$ cat config.mk
export PLATFORM = sky130hd
export DESIGN_NAME = sadc_device_flat
export DESIGN_NICKNAME = d
export VERILOG_FILES = /design/src/sadc_pkg.sv /design/src/sadc_if.sv /design/src/sadc_device.sv /design/src/sadc_fifo.sv /design/src/flat_wrapper.sv
export SDC_FILE = /design/constraint.sdc
export NUM_CORES = 1
export LEC_CHECK = 0
export ABC_AREA = 1
export BUFFER_PORTS_ARGS = -buffer_cell sky130_fd_sc_hd__buf_2
export CORE_AREA = 2 2 94 96
export DETAILED_ROUTE_END_ITERATION = 10
export DIE_AREA = 0 0 96 98
export GPL_ROUTABILITY_DRIVEN = 0
export GPL_TIMING_DRIVEN = 0
export PLACE_DENSITY = 0.85
export SLEW_MARGIN = 0
export SYNTH_ARGS = -nofsm -noshare
export SYNTH_HDL_FRONTEND = slang
export SYNTH_SLANG_ARGS = --single-unit
$ cat constraint.sdc
create_clock -name core_clk_i -period 2.7 [get_ports core_clk_i]
set_input_delay 0.405 -clock core_clk_i [delete_from_list [all_inputs] [get_ports core_clk_i]]
set_output_delay 0.405 -clock core_clk_i [all_outputs]
set_load 0.02 [all_outputs]
$ cat src/sadc_pkg.sv
// Purpose: shared constants and types for the sampling converter control port
// Assumes: one 50 MHz clock, synchronous active-low reset
// Notes: times kept in ns, cycle counts derived from the clock rate
package sadc_pkg;
   localparam int unsigned CLK_MHZ = 50;
   localparam int unsigned CLK_PERIOD_NS = 20;
   localparam int unsigned RES_W = 12;
   localparam int unsigned BUS_W = 12;
   localparam int unsigned LOW_BYTE_W = 8;
   localparam int unsigned HIGH_NIB_W = 4;
   // longest conversion, 2.7 us
   localparam int unsigned CONV_MAX_NS = 2700;
   localparam int unsigned CONV_CYC = CONV_MAX_NS / CLK_PERIOD_NS;
   // least low time of the read/convert pulse, 40 ns
   localparam int unsigned PULSE_MIN_NS = 40;
   localparam int unsigned PULSE_CYC = (PULSE_MIN_NS + CLK_PERIOD_NS - 1) / CLK_PERIOD_NS;
   localparam logic [RES_W-1:0] RESULT_RST = 12'h000;
   localparam logic [RES_W-1:0] MID_SCALE = 12'h800;
endpackage : sadc_pkg

$ cat src/sadc_if.sv
// Purpose: pin-level link between converter and host
// Assumes: data lines three-state, resolved here from the enable
// Notes: data_bus shows all ones where nobody drives
`timescale 1ns/1ps
`default_nettype none
interface sadc_if;
   logic chip_sel_n;
   logic read_conv;
   logic high_byte_enable;
   logic busy_n;
   logic [sadc_pkg::BUS_W-1:0] data_out;
   logic data_oe;
   logic [sadc_pkg::BUS_W-1:0] data_bus;
   assign data_bus = data_oe ? data_out : {sadc_pkg::BUS_W{1'b1}};
   modport dev (input chip_sel_n, input read_conv, input high_byte_enable,
      output busy_n, output data_out, output data_oe);
   modport host (output chip_sel_n, output read_conv, output high_byte_enable,
      input busy_n, input data_bus);
endinterface : sadc_if
`default_nettype wire

$ cat src/sadc_device.sv
// Purpose: converter end of the control port, digital model of the SAR timing
// Assumes: pins synchronous to core_clk_i; sample value given on sample_i
// Notes: busy low for CONV_CYCLES cycles; conversion fed by a 4-word FIFO
// Summary of operation
// - start only on falling read/convert, enables low
// - host holds read/convert low 40 ns
// - busy low until result latched
// - busy low: outputs off, inputs ignored
// - read mode: high shows old result
// - convert mode: outputs off at fall
// - convert mode: host returns line high during conversion
// - tracking resumes when conversion completes
// - high byte: top nibble low, zeros
// - chip select high: nothing, outputs off
// - full word with high byte enable low
// - high byte arrangement when enable high
// - fall with high byte enable: no start
// - stand-alone: selects tied low
// - convert mode: host reads on busy rising
// - conversion done within 2.7 us
`timescale 1ns/1ps
`default_nettype none
module sadc_device #(
   parameter int unsigned CONV_CYCLES = sadc_pkg::CONV_CYC,
   parameter int unsigned FIFO_DEPTH = 4
) (
   input wire logic core_clk_i,
   input wire logic rst_n_i,
   sadc_if.dev pins,
   // offset binary sample values; invalid means stall tracking on last value
   input wire logic sample_valid_i,
   output logic sample_ready_o,
   input wire logic [sadc_pkg::RES_W-1:0] sample_i,
   output logic tracking_o
);
   initial begin
      if (CONV_CYCLES < 1 || CONV_CYCLES > sadc_pkg::CONV_CYC) $error("conversion too long");
      if (sadc_pkg::BUS_W != sadc_pkg::RES_W) $error("data lines must carry the whole word");
      if (sadc_pkg::LOW_BYTE_W + sadc_pkg::HIGH_NIB_W != sadc_pkg::RES_W) begin
         $error("byte split must cover the word");
      end
      if (sadc_pkg::HIGH_NIB_W > sadc_pkg::LOW_BYTE_W) $error("top bits must fit the low byte");
   end
   typedef enum logic [1:0] {
      SADC_TRACK = 2'b01,
      SADC_CONV = 2'b10
   } sadc_state_t;
   typedef struct packed {
      sadc_state_t st;
      logic [11:0] cnt;
      logic rc_prev;
      logic [sadc_pkg::RES_W-1:0] held;
      logic [sadc_pkg::RES_W-1:0] result;
      logic [sadc_pkg::RES_W-1:0] track;
      logic busy_n;
      logic oe;
      logic [sadc_pkg::BUS_W-1:0] dout;
   } sadc_dev_t;
   sadc_dev_t s_q;
   sadc_dev_t s_d;
   logic f_valid;
   logic [sadc_pkg::RES_W-1:0] f_data;
   logic start;
   logic read_en;
   logic [sadc_pkg::BUS_W-1:0] line_word;
   logic [sadc_pkg::BUS_W-1:0] line_byte;
   // per data line: full word, or top bits on the low lines with the rest low
   for (genvar b = 0; b < sadc_pkg::BUS_W; b++) begin : g_line
      assign line_word[b] = s_q.result[b];
      if (b < sadc_pkg::HIGH_NIB_W) begin : g_top
         assign line_byte[b] = s_q.result[sadc_pkg::LOW_BYTE_W + b];
      end else begin : g_low
         assign line_byte[b] = 1'b0;
      end
   end
   sadc_fifo #(.WIDTH(sadc_pkg::RES_W), .DEPTH(FIFO_DEPTH)) u_fifo (
      .core_clk_i(core_clk_i),
      .rst_n_i(rst_n_i),
      .in_valid_i(sample_valid_i),
      .in_ready_o(sample_ready_o),
      .in_data_i(sample_i),
      .out_valid_o(f_valid),
      .out_ready_i(s_q.st == SADC_TRACK),
      .out_data_o(f_data)
   );
   // falling edge with chip select and high byte low, not busy
   assign start = s_q.rc_prev && !pins.read_conv && !pins.chip_sel_n
      && !pins.high_byte_enable && s_q.busy_n;
   assign read_en = !pins.chip_sel_n && pins.read_conv && s_q.busy_n;
   always_comb begin
      s_d = s_q;
      s_d.rc_prev = pins.read_conv;
      unique case (s_q.st)
         SADC_TRACK: begin
            if (f_valid) begin
               s_d.track = f_data;
            end
            if (start) begin
               s_d.held = s_q.track;
               s_d.st = SADC_CONV;
               s_d.cnt = 12'h000;
               s_d.busy_n = 1'b0;
            end
         end
         SADC_CONV: begin
            // inputs ignored while converting
            if (s_q.cnt == 12'(CONV_CYCLES - 1)) begin
               s_d.result = s_q.held;
               s_d.busy_n = 1'b1;
               s_d.st = SADC_TRACK;
            end else begin
               s_d.cnt = s_q.cnt + 12'h001;
            end
         end
      endcase
      // output buffers follow the pins, forced off while busy
      s_d.oe = read_en && s_d.busy_n && !start;
      // result only changes while busy, so the registered copy is current once enabled
      if (pins.high_byte_enable) begin
         s_d.dout = line_byte;
      end else begin
         s_d.dout = line_word;
      end
   end
   always_ff @(posedge core_clk_i) begin
      if (!rst_n_i) begin
         s_q <= '{st: SADC_TRACK, cnt: 12'h000, rc_prev: 1'b0,
            held: sadc_pkg::RESULT_RST, result: sadc_pkg::RESULT_RST,
            track: sadc_pkg::MID_SCALE, busy_n: 1'b1, oe: 1'b0,
            dout: sadc_pkg::RESULT_RST};
      end else begin
         s_q <= s_d;
      end
   end
   assign pins.busy_n = s_q.busy_n;
   assign pins.data_oe = s_q.oe;
   assign pins.data_out = s_q.dout;
   assign tracking_o = (s_q.st == SADC_TRACK);
endmodule : sadc_device
`default_nettype wire

$ cat src/sadc_fifo.sv
// Purpose: small first-in first-out buffer with valid/ready on both sides
// Assumes: DEPTH a power of two
// Notes: full and empty from a count
`timescale 1ns/1ps
`default_nettype none
module sadc_fifo #(
   parameter int unsigned WIDTH = 12,
   parameter int unsigned DEPTH = 4
) (
   input wire logic core_clk_i,
   input wire logic rst_n_i,
   input wire logic in_valid_i,
   output logic in_ready_o,
   input wire logic [WIDTH-1:0] in_data_i,
   output logic out_valid_o,
   input wire logic out_ready_i,
   output logic [WIDTH-1:0] out_data_o
);
   localparam int unsigned AW = (DEPTH > 1) ? $clog2(DEPTH) : 1;
   initial begin
      if (DEPTH < 2 || (1 << AW) != DEPTH) $error("fifo depth must be power of two");
   end
   logic [WIDTH-1:0] mem_q [DEPTH];
   logic [AW-1:0] wr_q;
   logic [AW-1:0] rd_q;
   logic [AW:0] cnt_q;
   logic push;
   logic pop;
   assign in_ready_o = (cnt_q != (AW+1)'(DEPTH));
   assign out_valid_o = (cnt_q != '0);
   assign out_data_o = mem_q[rd_q];
   assign push = in_valid_i && in_ready_o;
   assign pop = out_valid_o && out_ready_i;
   always_ff @(posedge core_clk_i) begin
      if (!rst_n_i) begin
         wr_q <= '0;
         rd_q <= '0;
         cnt_q <= '0;
      end else begin
         if (push) begin
            mem_q[wr_q] <= in_data_i;
            wr_q <= wr_q + 1'b1;
         end
         if (pop) begin
            rd_q <= rd_q + 1'b1;
         end
         cnt_q <= cnt_q + (push ? 1'b1 : 1'b0) - (pop ? 1'b1 : 1'b0);
      end
   end
endmodule : sadc_fifo
`default_nettype wire

$ cat src/flat_wrapper.sv
// flat-port wrapper written by rule: the top's interface ports become plain ports
module sadc_device_flat 
#(
   parameter int unsigned CONV_CYCLES = sadc_pkg::CONV_CYC,
   parameter int unsigned FIFO_DEPTH = 4
)
  (core_clk_i, rst_n_i, sample_valid_i, sample_ready_o, sample_i, tracking_o, pins_chip_sel_n, pins_read_conv, pins_high_byte_enable, pins_busy_n, pins_data_out, pins_data_oe);
  sadc_if pins_i ();
  input wire logic core_clk_i;
  input wire logic rst_n_i;
  input wire logic sample_valid_i;
  output logic sample_ready_o;
  input wire logic [sadc_pkg::RES_W-1:0] sample_i;
  output logic tracking_o;
  input wire logic [$bits(pins_i.chip_sel_n)-1:0] pins_chip_sel_n;
  input wire logic [$bits(pins_i.read_conv)-1:0] pins_read_conv;
  input wire logic [$bits(pins_i.high_byte_enable)-1:0] pins_high_byte_enable;
  output wire logic [$bits(pins_i.busy_n)-1:0] pins_busy_n;
  output wire logic [$bits(pins_i.data_out)-1:0] pins_data_out;
  output wire logic [$bits(pins_i.data_oe)-1:0] pins_data_oe;
  assign pins_i.chip_sel_n = pins_chip_sel_n;
  assign pins_i.read_conv = pins_read_conv;
  assign pins_i.high_byte_enable = pins_high_byte_enable;
  assign pins_busy_n = pins_i.busy_n;
  assign pins_data_out = pins_i.data_out;
  assign pins_data_oe = pins_i.data_oe;
  sadc_device #(.CONV_CYCLES(CONV_CYCLES), .FIFO_DEPTH(FIFO_DEPTH)) u_core (.core_clk_i(core_clk_i), .rst_n_i(rst_n_i), .pins(pins_i), .sample_valid_i(sample_valid_i), .sample_ready_o(sample_ready_o), .sample_i(sample_i), .tracking_o(tracking_o));
endmodule
==> implementation parameters, run 1 <==
Parameter                              Value

Timing
  Setup violation total in the final timing report    0
  Slew of the pin with the lowest slew margin    1.14 ns
  Number of max-slew violations in the final report    0
  Hold Vio Cnt, Final    0
  Unrepaired setup endpoints after global routing    no
  Achievable clock frequency    445 MHz
  Fraction of the cycle the final worst path needs    83.2%
  Max-Slew Margin vs Limit    23.7%
  Final-layout setup total negative slack    0 ns
  Min cycle time layout    2.25 ns
  Worst Clk Skew    between 0.008 and 0.009 ns

CTS
  Clock latency of the later-clocked register in the worst-skew pair    0.52 ns
  Bufs on Longest Clock Path    2
  Clock root buffer    sky130_fd_sc_hd__clkbuf_8
  Post-CTS Resized    0
  TritonCTS clock tree    built
  # H-tree levels    4
  Post CTS Setup Buffer Count    0
  CTS Hold Buffers Added    0
  Number of buffers created by CTS    17
  Clock transition time at the flip-flop clock pins of the worst setup and hold paths    0.06 ns
  Clock sink count    120

Die
  Std-Cell Core Area    roughly 8500 µm²
  Boundary pin count    34
  Width of the die    96 µm
  Overall die height    98 µm
  Floorplan die area    between 9000 and 10000 µm²
  Standard-cell row count    34
  Initial standard-cell utilization of the core    56.9%

Global route
  Most Used Layer, Global Route    met2
  Largest net degree at the start of global routing    17
  Initial antenna violation count    0
  Total routing resource utilization after global routing    22.3%
  Global-route wire length before repair    around 16000 µm
  Leftover overflow at the end of global routing    0
  Met1 layer usage reported by global route    between 20% and 30%
  Number of global-route vias before repair    3621
  GRT met3 Usage    7.33%
  Global routing usage on met2    37.6%

Synthesis
  Synthesized area per cell    9.35 µm²
  Yosys reg bits    120
  Total number of yosys warnings    0
  Mapped Area    4820 µm²
  Sequential element share of the synthesized area    59.9%
  Count of mapped cells out of synthesis    around 520
  Syn Nets    542
  Post-synth cell types    31

Final layout
  Non-filler instance count after layout    687
  Area taken by multi-input logic gates    1550 µm²
  Final standard cell area without fillers    5700 µm²
  Commonest cells after routing, fill and taps aside    102 x sky130_fd_sc_hd__nor2_1, 72 x sky130_fd_sc_hd__dfxtp_1, 54 x sky130_fd_sc_hd__nand2_1, 54 x sky130_fd_sc_hd__o21ai_0, 48 x sky130_fd_sc_hd__edfxtp_1
  Leading cell type in the layout, fill and taps excluded    sky130_fd_sc_hd__nor2_1
  Synthesis-to-layout area growth    18.3%
  NumNets Final    593
  Number of fillers in the final layout    617
  Layout cell share with drive strength beyond 1    19.3%
  Ant. Diodes    0
  Sequential Area    2880 µm²

Setup path
  Reg-to-Reg Start    u_core.u_fifo.cnt_q[1]
  Critical path capture point    u_core.u_fifo.cnt_q[2]
  Worst setup path category    register to register
  Critical path launch point type    register
  Biggest cell delay along the critical path    between 0.3 and 0.4 ns
  Critical Path Fanout Max    10
  Reg2reg setup slack    0.45 ns
  Crit. End Element    register
  Critical path launch point    u_core.u_fifo.cnt_q[1]
  Slowest-stage cell, CP    sky130_fd_sc_hd__nor3_1
  Arrival time at the worst endpoint    2.70 ns
  Required time of the worst setup path    around 3.2 ns
  Critical Path Most Common Cell    sky130_fd_sc_hd__inv_1
  List of cells traversed by the critical path    nor3_1 > nor2_4 > buf_4 > ha_1 > inv_1 > ha_1 > inv_1 > fa_1 > inv_1 > o21ai_0 > a21oi_1
  Destination of the worst register-to-register timing path    u_core.u_fifo.cnt_q[2]
  Cell depth of the worst flop-to-flop path    11

Pwr
  Max rail drop VDD    701 µV
  Leakage power total    about 2.3 nW
  Total Power    0.00528 W
  PwrDens    between 900 and 1000 nW/µm²

Placement
  IO buf count    32
  Final HPWL from detailed placement    6200 µm
  DP Cell Count    655
  Area post-placement    5110 µm²

Min path
  Worst hold path class    primary input to register

Routing
  Post-route DRC violation count    0
  Residual antenna-violating net count after detailed routing    0
  Via count of the routed design    between 3000 and 4000
  Total detailed-routing wirelength    ~9900 µm
  TritonRoute pass-1 iters    5
  DRC marker count from the first detailed-route iteration    229
  Wire per inst    14.4 µm
  Via-per-instance ratio    5.39

Flow run
  Number of maximum-capacitance violations    0

Run status
  Outcome    completed
flip-flops by register name, indices dropped and copies added, names as in the netlist:
name / count
u_core.pins.data_out: 12
u_core.u_fifo.mem_q: 48
u_core.pins.data_oe: 1
u_core.u_fifo.wr_q: 2
u_core.pins.busy_n: 1
u_core.line_word: 12
u_core.u_fifo.cnt_q: 3
u_core.u_fifo.rd_q: 2
u_core.s_q: 39
power breakdown:
part	internal (W)	total (W)	leakage, nW	switching (W)
sequential	0.00207	0.00216	1.02	0.0000903
clock	0.00134	0.00220	0.276	0.000863
combinational	0.000306	0.000924	1.02	0.000618
worst max-delay path: cells and delay by family (launching register included):
| kind | cells | cell delay [ns] |
|---|---|---|
| buffers and inverters | 4 | 0.37 |
| AND/OR/NAND/NOR | 2 | 0.47 |
| flip-flops | 1 | 0.36 |
| AO/OA/AOI/OAI | 2 | 0.22 |
| adder cells (fa/ha/maj) | 3 | 0.76 |
routing by layer:
metal / wire length (µm) / vias up
met3: 662 / 23
met4: 174 / 0
li1: - / 1792
met5: 0 / -
met2: 5100 / 163
met1: 3960 / 1727
synth_stat cells, drive strengths merged:
cell type	number	area (µm²)
nor2	110	448
dfxtp	72	1440
o21ai	69	345
nand2	59	244
edfxtp	48	1440
inv	43	161
buf	27	190
nand3	26	130
a21oi	23	119
o22ai	11	68.8
ha	8	100
clkbuf	7	26.3
nor3	4	25.0
o21bai	2	15.0
clkinv	1	3.75
fa	1	20.0
nand3b	1	7.51
nand4	1	12.5
nor3b	1	7.51
xnor2	1	8.76
worst min-delay path by stage:
stage | from | endpoint | slack (ns) | cells after the start
2_1_floorplan | u_core.line_word[4] | u_core.pins.data_out[4] | 0.42 | 2
3_3_place_gp | u_core.line_word[4] | u_core.pins.data_out[4] | 0.43 | 2
3_5_place_dp | u_core.line_word[5] | u_core.pins.data_out[5] | 0.43 | 2
4_1_cts | pins_chip_sel_n | u_core.pins.data_oe | 0.05 | 2
5_1_grt | pins_chip_sel_n | u_core.pins.data_oe | 0.06 | 2
6_report | pins_chip_sel_n | u_core.pins.data_oe | 0.06 | 2
area by class of cell:
cell class                 instances  share of cell area [%]
buffer                            34                    3.80
clock buffer                      18                    7.34
clock inverter                    14                    2.92
inverter                          44                    2.90
multi-input combinational        317                    27.2
sequential                       120                    50.6
tap                              108                    2.37
timing repair buffer              32                    2.81
through the flow:
stage / worst slack, ns / hold slack (ns) / utilization (%)
after floorplan: 0.620 / 0.416 / -
after global placement: 0.480 / 0.429 / 60.4
after detailed placement: 0.451 / 0.430 / 60.4
after CTS: 0.464 / 0.0456 / 67.3
after global routing: 0.300 / 0.0606 / 67.3
final: 0.453 / 0.0560 / 67.3
kinds of logic (layout without fill, tap and decap cells):
family	after synthesis	count (layout)	share of synthesized area [%]
AOI/OAI and AO/OA	105	105	11.4
xor gates and xnor gates	1	1	0.182
adders and majority gates	9	9	2.49
and+or+nand+nor	202	202	18.2
buffers and inverters	78	142	7.92
DFF	120	120	59.9
No activity file was read; power rests on OpenSTA's default activity.
==> run 2: changes to the inputs <==
--- a/config.mk
+++ b/config.mk
@@ -5,14 +5,14 @@
 export SDC_FILE = /design/constraint.sdc
 export NUM_CORES = 1
 export LEC_CHECK = 0
-export ABC_AREA = 1
+export ABC_AREA = 0
 export BUFFER_PORTS_ARGS = -buffer_cell sky130_fd_sc_hd__buf_2
-export CORE_AREA = 2 2 94 96
+export CORE_AREA = 2 2 99 101
 export DETAILED_ROUTE_END_ITERATION = 10
-export DIE_AREA = 0 0 96 98
+export DIE_AREA = 0 0 101 103
 export GPL_ROUTABILITY_DRIVEN = 0
 export GPL_TIMING_DRIVEN = 0
-export PLACE_DENSITY = 0.85
+export PLACE_DENSITY = 0.82
 export SLEW_MARGIN = 0
 export SYNTH_ARGS = -nofsm -noshare
 export SYNTH_HDL_FRONTEND = slang
==> constraint.sdc (replaced) <==
create_clock -name core_clk_i -period 1.83 [get_ports core_clk_i]
set_input_delay 0.2745 -clock core_clk_i [delete_from_list [all_inputs] [get_ports core_clk_i]]
set_output_delay 0.2745 -clock core_clk_i [all_outputs]
set_load 0.02 [all_outputs]
==> run 2 against run 1 <==
- the run now ends with negative setup slack left
- die area rose by 11%
- via count fell by 15%
- worst setup slack got worse by 0.92 ns
- register-to-register slack got worse by 0.92 ns
- final cell count fell by 14%
- fmax fell by 2.3%
- clock power rose by 56%
- largest power group unchanged
- highest routed layer unchanged
==> implementation parameters, run 2 <==
Parameter                              Value

Run status
  Outcome    complete, but fails checks
  Failing checks    negative setup slack

Min path
  Worst hold path class    primary input to register

Synthesis
  Ys async rst share    0% (unchanged)
  Share of the synthesized area in the top cell type    29.5% (-0.42 points)
  Count of mapped cells out of synthesis    392 (-24%)
  List of most frequent post-synthesis cells    72 x sky130_fd_sc_hd__dfxtp_1, 54 x sky130_fd_sc_hd__nand2_1, 48 x sky130_fd_sc_hd__edfxtp_1
  Most used DFF post-synth    sky130_fd_sc_hd__dfxtp_1
  Most common cell in the synthesized netlist    sky130_fd_sc_hd__dfxtp_1
  Post-synth cell types    54 (+74%)
  Main area contributors after synthesis    sky130_fd_sc_hd__dfxtp_1 30%, sky130_fd_sc_hd__edfxtp_1 30%, sky130_fd_sc_hd__mux4_2 5.5%
  Sequential element share of the synthesized area    59.0% (-0.84 points)
  Mapped Area    4880 µm² (+1.4%)
  Total number of yosys warnings    0 (unchanged)
  Synthesized area per cell    12.5 µm² (+33%)
  Dominant cell type by area after synthesis    sky130_fd_sc_hd__dfxtp_1
  Yosys reg bits    120 (unchanged)
  Syn Nets    419 (-23%)
  Count of flip-flops with a built-in enable after synthesis    48 (unchanged)

Routing
  Residual antenna-violating net count after detailed routing    0 (unchanged)
  TritonRoute pass-1 iters    4 (-1)
  DRC marker count from the first detailed-route iteration    100 (-56%)
  Total detailed-routing wirelength    9790 µm (-1.1%)
  Via count of the routed design    3150 (-15%)
  Post-route DRC violation count    0 (unchanged)
  Wire per inst    16.5 µm (+15%)
  Via-per-instance ratio    5.31 (-1.5%)

Final layout
  Sequential Area    2900 µm² (+0.65%)
  Layout cell share with drive strength beyond 1    31.5% (+12 points)
  Ant. Diodes    0 (unchanged)
  Final standard cell area without fillers    6180 µm² (+8.5%)
  Register bank with the most flops    u_core.u_fifo.mem_q
  Non-filler instance count after layout    593 (-14%)
  Leading cell type in the layout, fill and taps excluded    sky130_fd_sc_hd__dfxtp_1
  Flip-flop count of the largest register, all copies and words added    48 (unchanged)
  Synthesis-to-layout area growth    26.6%
  Largest registers ranked by flip-flop count    u_core.u_fifo.mem_q: 48 flops, u_core.s_q: 39 flops
  Number of fillers in the final layout    671 (+8.8%)
  NumNets Final    493 (-17%)
  Area taken by multi-input logic gates    1900 µm² (+22%)
  Commonest cells after routing, fill and taps aside    65 x sky130_fd_sc_hd__dfxtp_1, 54 x sky130_fd_sc_hd__nand2_1, 48 x sky130_fd_sc_hd__edfxtp_1

Pwr
  PwrDens    1300 nW/µm² (+40%)
  Total Power    0.00801 W (+52%)
  Max rail drop VDD    797 µV (+14%)
  Leakage power total    2.40 nW (+3.6%)

Die
  Standard-cell row count    36 (+5.9%)
  Width of the die    101 µm (+5.2%)
  Floorplan die area    10400 µm² (+11%)
  Initial standard-cell utilization of the core    51.6% (-5.2 points)
  Overall die height    103 µm (+5.1%)
  Boundary pin count    34 (unchanged)
  Std-Cell Core Area    9460 µm² (+12%)

Global route
  Total routing resource utilization after global routing    20.2% (-2.1 points)
  Largest net degree at the start of global routing    17 (unchanged)
  Global-route wire length before repair    15600 µm (-2.0%)
  Number of global-route vias before repair    3201 (-12%)
  Initial antenna violation count    0 (unchanged)
  Leftover overflow at the end of global routing    0 (unchanged)

Placement
  Worst setup timing slack at the placement stage    -0.693 ns (-1.14 ns)
  IO buf count    32 (unchanged)
  Area post-placement    5260 µm² (+2.9%)
  Final HPWL from detailed placement    5790 µm (-6.6%)
  DP Cell Count    538 (-18%)

Setup path
  Critical path launch point type    register
  Crit. End Element    register
  Worst setup path category    register to register
  Required time of the worst setup path    2.24 ns (-0.92 ns)
  Arrival time at the worst endpoint    2.71 ns (about the same)
  Critical Path Fanout Max    4 (-6)

CTS
  Number of buffers created by CTS    17 (unchanged)
  Clock sink count    120 (unchanged)
  Clock latency of the later-clocked register in the worst-skew pair    0.53 ns (about the same)
  Clock root buffer    sky130_fd_sc_hd__clkbuf_8
  # H-tree levels    4 (unchanged)
  Bufs on Longest Clock Path    2 (unchanged)
  TritonCTS clock tree    built
  Clock transition time at the flip-flop clock pins of the worst setup and hold paths    0.06 ns (about the same)

Timing
  Hold Vio Cnt, Final    0 (unchanged)
  Unrepaired setup endpoints after global routing    yes
  Final Worst Setup Slack    -0.469 ns (-0.922 ns)
  Worst Clk Skew    0.00971 ns (+0.00168 ns)
  Achievable clock frequency    435 MHz (-2.3%)
  Slew of the pin with the lowest slew margin    0.616 ns (-0.525 ns)
  Number of max-slew violations in the final report    0 (unchanged)
  Max-Slew Margin vs Limit    59.0% (+35 points)
  Min cycle time layout    2.30 ns (+0.0520 ns)
  Fraction of the cycle the final worst path needs    126% (+42 points)
  Setup violation total in the final timing report    2 (+2)

Flow run
  Number of maximum-capacitance violations    0 (unchanged)
## run 2: cell count changes after synthesis, moves of 15 or more
| cell | change |
|---|---|
| sky130_fd_sc_hd__a21boi_0 | +15 |
| sky130_fd_sc_hd__a21oi_1 | -21 |
| sky130_fd_sc_hd__and2_1 | +15 |
| sky130_fd_sc_hd__inv_1 | -25 |
| sky130_fd_sc_hd__mux2i_1 | +16 |
| sky130_fd_sc_hd__nand3_1 | -15 |
| sky130_fd_sc_hd__nor2_1 | -98 |
| sky130_fd_sc_hd__nor2b_1 | +20 |
| sky130_fd_sc_hd__o21ai_0 | -50 |
## run 2: power by group
| group | total [W] | switching, W | internal, W |
|---|---|---|---|
| combinational | 0.00139 | 0.000698 | 0.000694 |
| clock | 0.00344 | 0.00122 | 0.00222 |
| sequential | 0.00318 | 0.000148 | 0.00303 |
| total | 0.00801 | 0.00207 | 0.00594 |
## run 2: metal layers
metal	part of all wire, %	GRT usage, %	up-vias
met5	0	0	-
met4	1.9	8.73	0
met3	4.1	6.31	18
met2	52	35.0	80
met1	42	23.2	1516
li1	-	-	1536
## run 2: path summary, 6_finish.rpt
check | start | end | slack [ns] | depth (start not counted)
min | pins_read_conv | u_core.s_q[50] | 0.03 | 2
max | u_core.u_fifo.cnt_q[1] | u_core.u_fifo.cnt_q[2] | -0.47 | 11
max reg2reg | u_core.u_fifo.cnt_q[1] | u_core.u_fifo.cnt_q[2] | -0.47 | 11
min reg2reg | u_core.line_word[3] | u_core.line_word[3] | 0.45 | 2
## run 2: final cells by class
| class | count | area share [%] |
|---|---|---|
| buffer | 30 | 3.16 |
| clock buffer | 18 | 6.76 |
| tap | 114 | 2.31 |
| inverter | 11 | 0.708 |
| clock inverter | 14 | 3.20 |
| sequential | 120 | 46.9 |
| timing repair buffer | 56 | 6.27 |
| multi-input combinational | 230 | 30.7 |
## run 2: cell families (layout without fill, tap and decap cells)
| logic type | Yosys count | in the layout | synth area share (%) |
|---|---|---|---|
| mux | 28 | 28 | 8.81 |
| fa+ha+maj | 9 | 9 | 2.46 |
| simple gates | 133 | 133 | 15.7 |
| flops | 120 | 120 | 59.0 |
| xor+xnor | 6 | 6 | 1.08 |
| compound gates | 54 | 54 | 8.22 |
| buf+inv | 42 | 129 | 4.74 |
## run 2: per-stage QoR
stage	utilization (%)	hold WS [ns]	TNS, ns
final	65.4	0.0270	-0.686
after global routing	65.4	0.0440	-0.801
after CTS	64.3	0.0167	-0.671
after detailed placement	55.6	0.447	-11.16
after global placement	55.6	0.440	-10.54
after floorplan	-	0.373	-0.848
## run 2: what timing repair did
| action | CTS | global route |
|---|---|---|
| pin swaps | 6 | 2 |
| setup buffers | 7 | 4 |
| endpoints found under the setup margin | 27 | 23 |
| hold endpoints to repair | 48 | 0 |
| gates resized for setup | 14 | 17 |
| cloned | 0 | 1 |
| hold buffers | 12 | 0 |
## run 2: worst max-delay path, stage by stage (launching register included)
cell,delay (ns)
sky130_fd_sc_hd__dfxtp_4,0.36
sky130_fd_sc_hd__or3b_4,0.40
sky130_fd_sc_hd__and2_4,0.16
sky130_fd_sc_hd__inv_4,0.06
sky130_fd_sc_hd__ha_4,0.19
sky130_fd_sc_hd__inv_2,0.06
sky130_fd_sc_hd__ha_4,0.12
sky130_fd_sc_hd__inv_2,0.03
sky130_fd_sc_hd__fa_2,0.37
sky130_fd_sc_hd__xnor2_2,0.15
sky130_fd_sc_hd__xnor2_1,0.14
sky130_fd_sc_hd__and2_1,0.16
==> run 3: changes to the inputs <==
--- a/config.mk
+++ b/config.mk
@@ -6,7 +6,7 @@
 export NUM_CORES = 1
 export LEC_CHECK = 0
 export ABC_AREA = 0
-export BUFFER_PORTS_ARGS = -buffer_cell sky130_fd_sc_hd__buf_2
+export BUFFER_PORTS_ARGS = -buffer_cell sky130_fd_sc_hd__buf_4
 export CORE_AREA = 2 2 99 101
 export DETAILED_ROUTE_END_ITERATION = 10
 export DIE_AREA = 0 0 101 103
==> constraint.sdc (replaced) <==
create_clock -name core_clk_i -period 1.83 [get_ports core_clk_i]
set_input_delay 0.183 -clock core_clk_i [delete_from_list [all_inputs] [get_ports core_clk_i]]
set_output_delay 0.183 -clock core_clk_i [all_outputs]
set_load 0.02 [all_outputs]
==> run 3 against run 2 <==
- the run still ends with negative setup slack left
- largest cell class unchanged
- combinational power down 3%
- hold slack better by 0.085 ns
- core utilization about the same
- sequential share of layout area about the same
==> implementation parameters, run 3 (synthesis gave the netlist of run 2 again) <==
Parameter                              Value

Run status
  Outcome    complete, but fails checks
  Failing checks    negative setup slack

CTS
  Clock sink count    120 (unchanged)
  # H-tree levels    4 (unchanged)
  Clock latency of the later-clocked register in the worst-skew pair    0.51 ns (-0.02 ns)
  Number of buffers created by CTS    17 (unchanged)
  Bufs on Longest Clock Path    2 (unchanged)
  Clock root buffer    sky130_fd_sc_hd__clkbuf_8
  TritonCTS clock tree    built
  Clock transition time at the flip-flop clock pins of the worst setup and hold paths    0.06 ns (about the same)

Placement
  Area post-placement    5340 µm² (+1.5%)
  Worst setup timing slack at the placement stage    -0.661 ns (+0.0319 ns)
  IO buf count    32 (unchanged)
  Final HPWL from detailed placement    5600 µm (-3.4%)

Routing
  Via-per-instance ratio    5.30 (-0.23%)
  Via count of the routed design    3132 (-0.57%)
  DRC marker count from the first detailed-route iteration    125 (+25%)
  Wire per inst    16.2 µm (-1.6%)
  Residual antenna-violating net count after detailed routing    0 (unchanged)
  Post-route DRC violation count    0 (unchanged)
  Total detailed-routing wirelength    9600 µm (-2.0%)
  TritonRoute pass-1 iters    4 (unchanged)

Global route
  Largest net degree at the start of global routing    17 (unchanged)
  Number of global-route vias before repair    3231 (+0.94%)
  Total routing resource utilization after global routing    19.8% (-0.36 points)
  Global-route wire length before repair    15500 µm (-0.53%)
  Leftover overflow at the end of global routing    0 (unchanged)
  Initial antenna violation count    0 (unchanged)

Timing
  Worst Clk Skew    0.00890 ns (-0.000809 ns)
  Hold Vio Cnt, Final    0 (unchanged)
  Final Worst Setup Slack    -0.412 ns (+0.0566 ns)
  Achievable clock frequency    446 MHz (+2.5%)
  Fraction of the cycle the final worst path needs    123% (-3.1 points)
  Max-Slew Margin vs Limit    56.5% (-2.4 points)
  Hold Slack    0.112 ns (+0.0849 ns)
  Min cycle time layout    2.24 ns (-0.0566 ns)
  Final-layout setup total negative slack    -0.630 ns (+0.0553 ns)
  Slew of the pin with the lowest slew margin    0.652 ns (+0.0364 ns)
  Unrepaired setup endpoints after global routing    yes
  Setup violation total in the final timing report    2 (unchanged)
  Number of max-slew violations in the final report    0 (unchanged)

Setup path
  List of cells traversed by the critical path    or3b_4 > and2_4 > inv_4 > ha_4 > inv_2 > ha_4 > inv_2 > fa_2 > xnor2_2 > xnor2_1 > and2_1
  Crit. End Element    register
  Slowest-stage cell, CP    sky130_fd_sc_hd__or3b_4
  Critical path launch point    u_core.u_fifo.cnt_q[2]
  Biggest cell delay along the critical path    0.39 ns (about the same)
  Cell depth of the worst flop-to-flop path    11 (unchanged)
  Critical Path Fanout Max    4 (unchanged)
  Required time of the worst setup path    2.23 ns (about the same)
  Worst setup path category    register to register
  Arrival time at the worst endpoint    2.64 ns (-0.07 ns)
  Critical path launch point type    register
  Reg-to-Reg Start    u_core.u_fifo.cnt_q[2]
  Reg2reg setup slack    -0.41 ns (+0.06 ns)
  Destination of the worst register-to-register timing path    u_core.u_fifo.cnt_q[2]

Final layout
  Commonest cells after routing, fill and taps aside    66 x sky130_fd_sc_hd__dfxtp_1, 54 x sky130_fd_sc_hd__nand2_1, 52 x sky130_fd_sc_hd__buf_4
  Final standard cell area without fillers    6180 µm² (about the same)
  Register bank with the most flops    u_core.u_fifo.mem_q
  Layout cell share with drive strength beyond 1    29.8% (-1.8 points)
  Largest registers ranked by flip-flop count    u_core.u_fifo.mem_q: 48 flops, u_core.s_q: 39 flops
  Flip-flop count of the largest register, all copies and words added    48 (unchanged)
  Synthesis-to-layout area growth    26.5% (about the same)
  NumNets Final    491 (-0.41%)
  Ant. Diodes    0 (unchanged)
  Leading cell type in the layout, fill and taps excluded    sky130_fd_sc_hd__dfxtp_1

Pwr
  Total Power    0.00778 W (-2.9%)
  Leakage power total    2.40 nW (about the same)
  PwrDens    1260 nW/µm² (-2.9%)
  Max rail drop VDD    900 µV (+13%)

Die
  Std-Cell Core Area    9460 µm² (unchanged)
  Width of the die    101 µm (unchanged)
  Overall die height    103 µm (unchanged)
  Boundary pin count    34 (unchanged)
  Initial standard-cell utilization of the core    51.6% (unchanged)
  Standard-cell row count    36 (unchanged)
  Floorplan die area    10400 µm² (unchanged)

Flow run
  Number of maximum-capacitance violations    0 (unchanged)

Min path
  Hold path start    pins_high_byte_enable
  Worst hold path class    primary input to register
  Min-Delay Endpoint    u_core.pins.data_out[2]
  Hold Path Depth    3 (+1)
## run 3: area by class of cell
class,count,area [µm²]
Fill cell,663,3280
Sequential cell,120,2900
Multi-Input combinational cell,230,1870
Timing Repair Buffer,54,440
Clock buffer,18,418
Buffer,30,204
Clock inverter,14,161
Tap cell,114,143
Inverter,11,43.8
## run 3: how the worst max path moves through the flow
stage,depth (start not counted),to
after floorplan,12,u_core.u_fifo.cnt_q[2]
after global placement,11,u_core.u_fifo.cnt_q[2]
after detailed placement,11,u_core.u_fifo.cnt_q[2]
after CTS,11,u_core.u_fifo.cnt_q[2]
after global routing,11,u_core.u_fifo.cnt_q[2]
final,11,u_core.u_fifo.cnt_q[2]
## run 3: what timing repair did
action                     CTS  global route
setup endpoints to repair   21            16
pin swaps                    5             0
buffers inserted             6             2
gates resized for setup     11            13
hold endpoints to repair    50             0
hold buffers                14             0
## run 3: per-stage QoR
| stage | std cells | util, % |
|---|---|---|
| final | 591 | 65.3 |
| after global routing | 591 | 65.3 |
| after CTS | 589 | 64.7 |
| after detailed placement | 538 | 56.4 |
| after global placement | 538 | 56.4 |
| after floorplan | 392 | - |
## run 3: worst max-delay path, delay by kind of cell (launching register included)
family                     cells  cell delay (ns)
xor gates and xnor gates       2             0.26
adders and majority gates      3             0.65
buffers and inverters          3             0.15
DFF                            1             0.37
and+or+nand+nor                3             0.71
## run 3: layer usage
metal  part of all wire, %  GRT usage (%)  vias to the layer above
li1                      -              -                     1533
met1                    42           22.0                     1484
met2                    51           34.8                       93
met3                   4.3           6.64                       22
met4                   2.2           8.84                        0
met5                     0              0                        -
## run 3: where the power goes
| part | total [W] | internal (W) | switching, W |
|---|---|---|---|
| combinational | 0.00135 | 0.000691 | 0.000658 |
| clock | 0.00325 | 0.00197 | 0.00128 |
| sequential | 0.00318 | 0.00303 | 0.000152 |
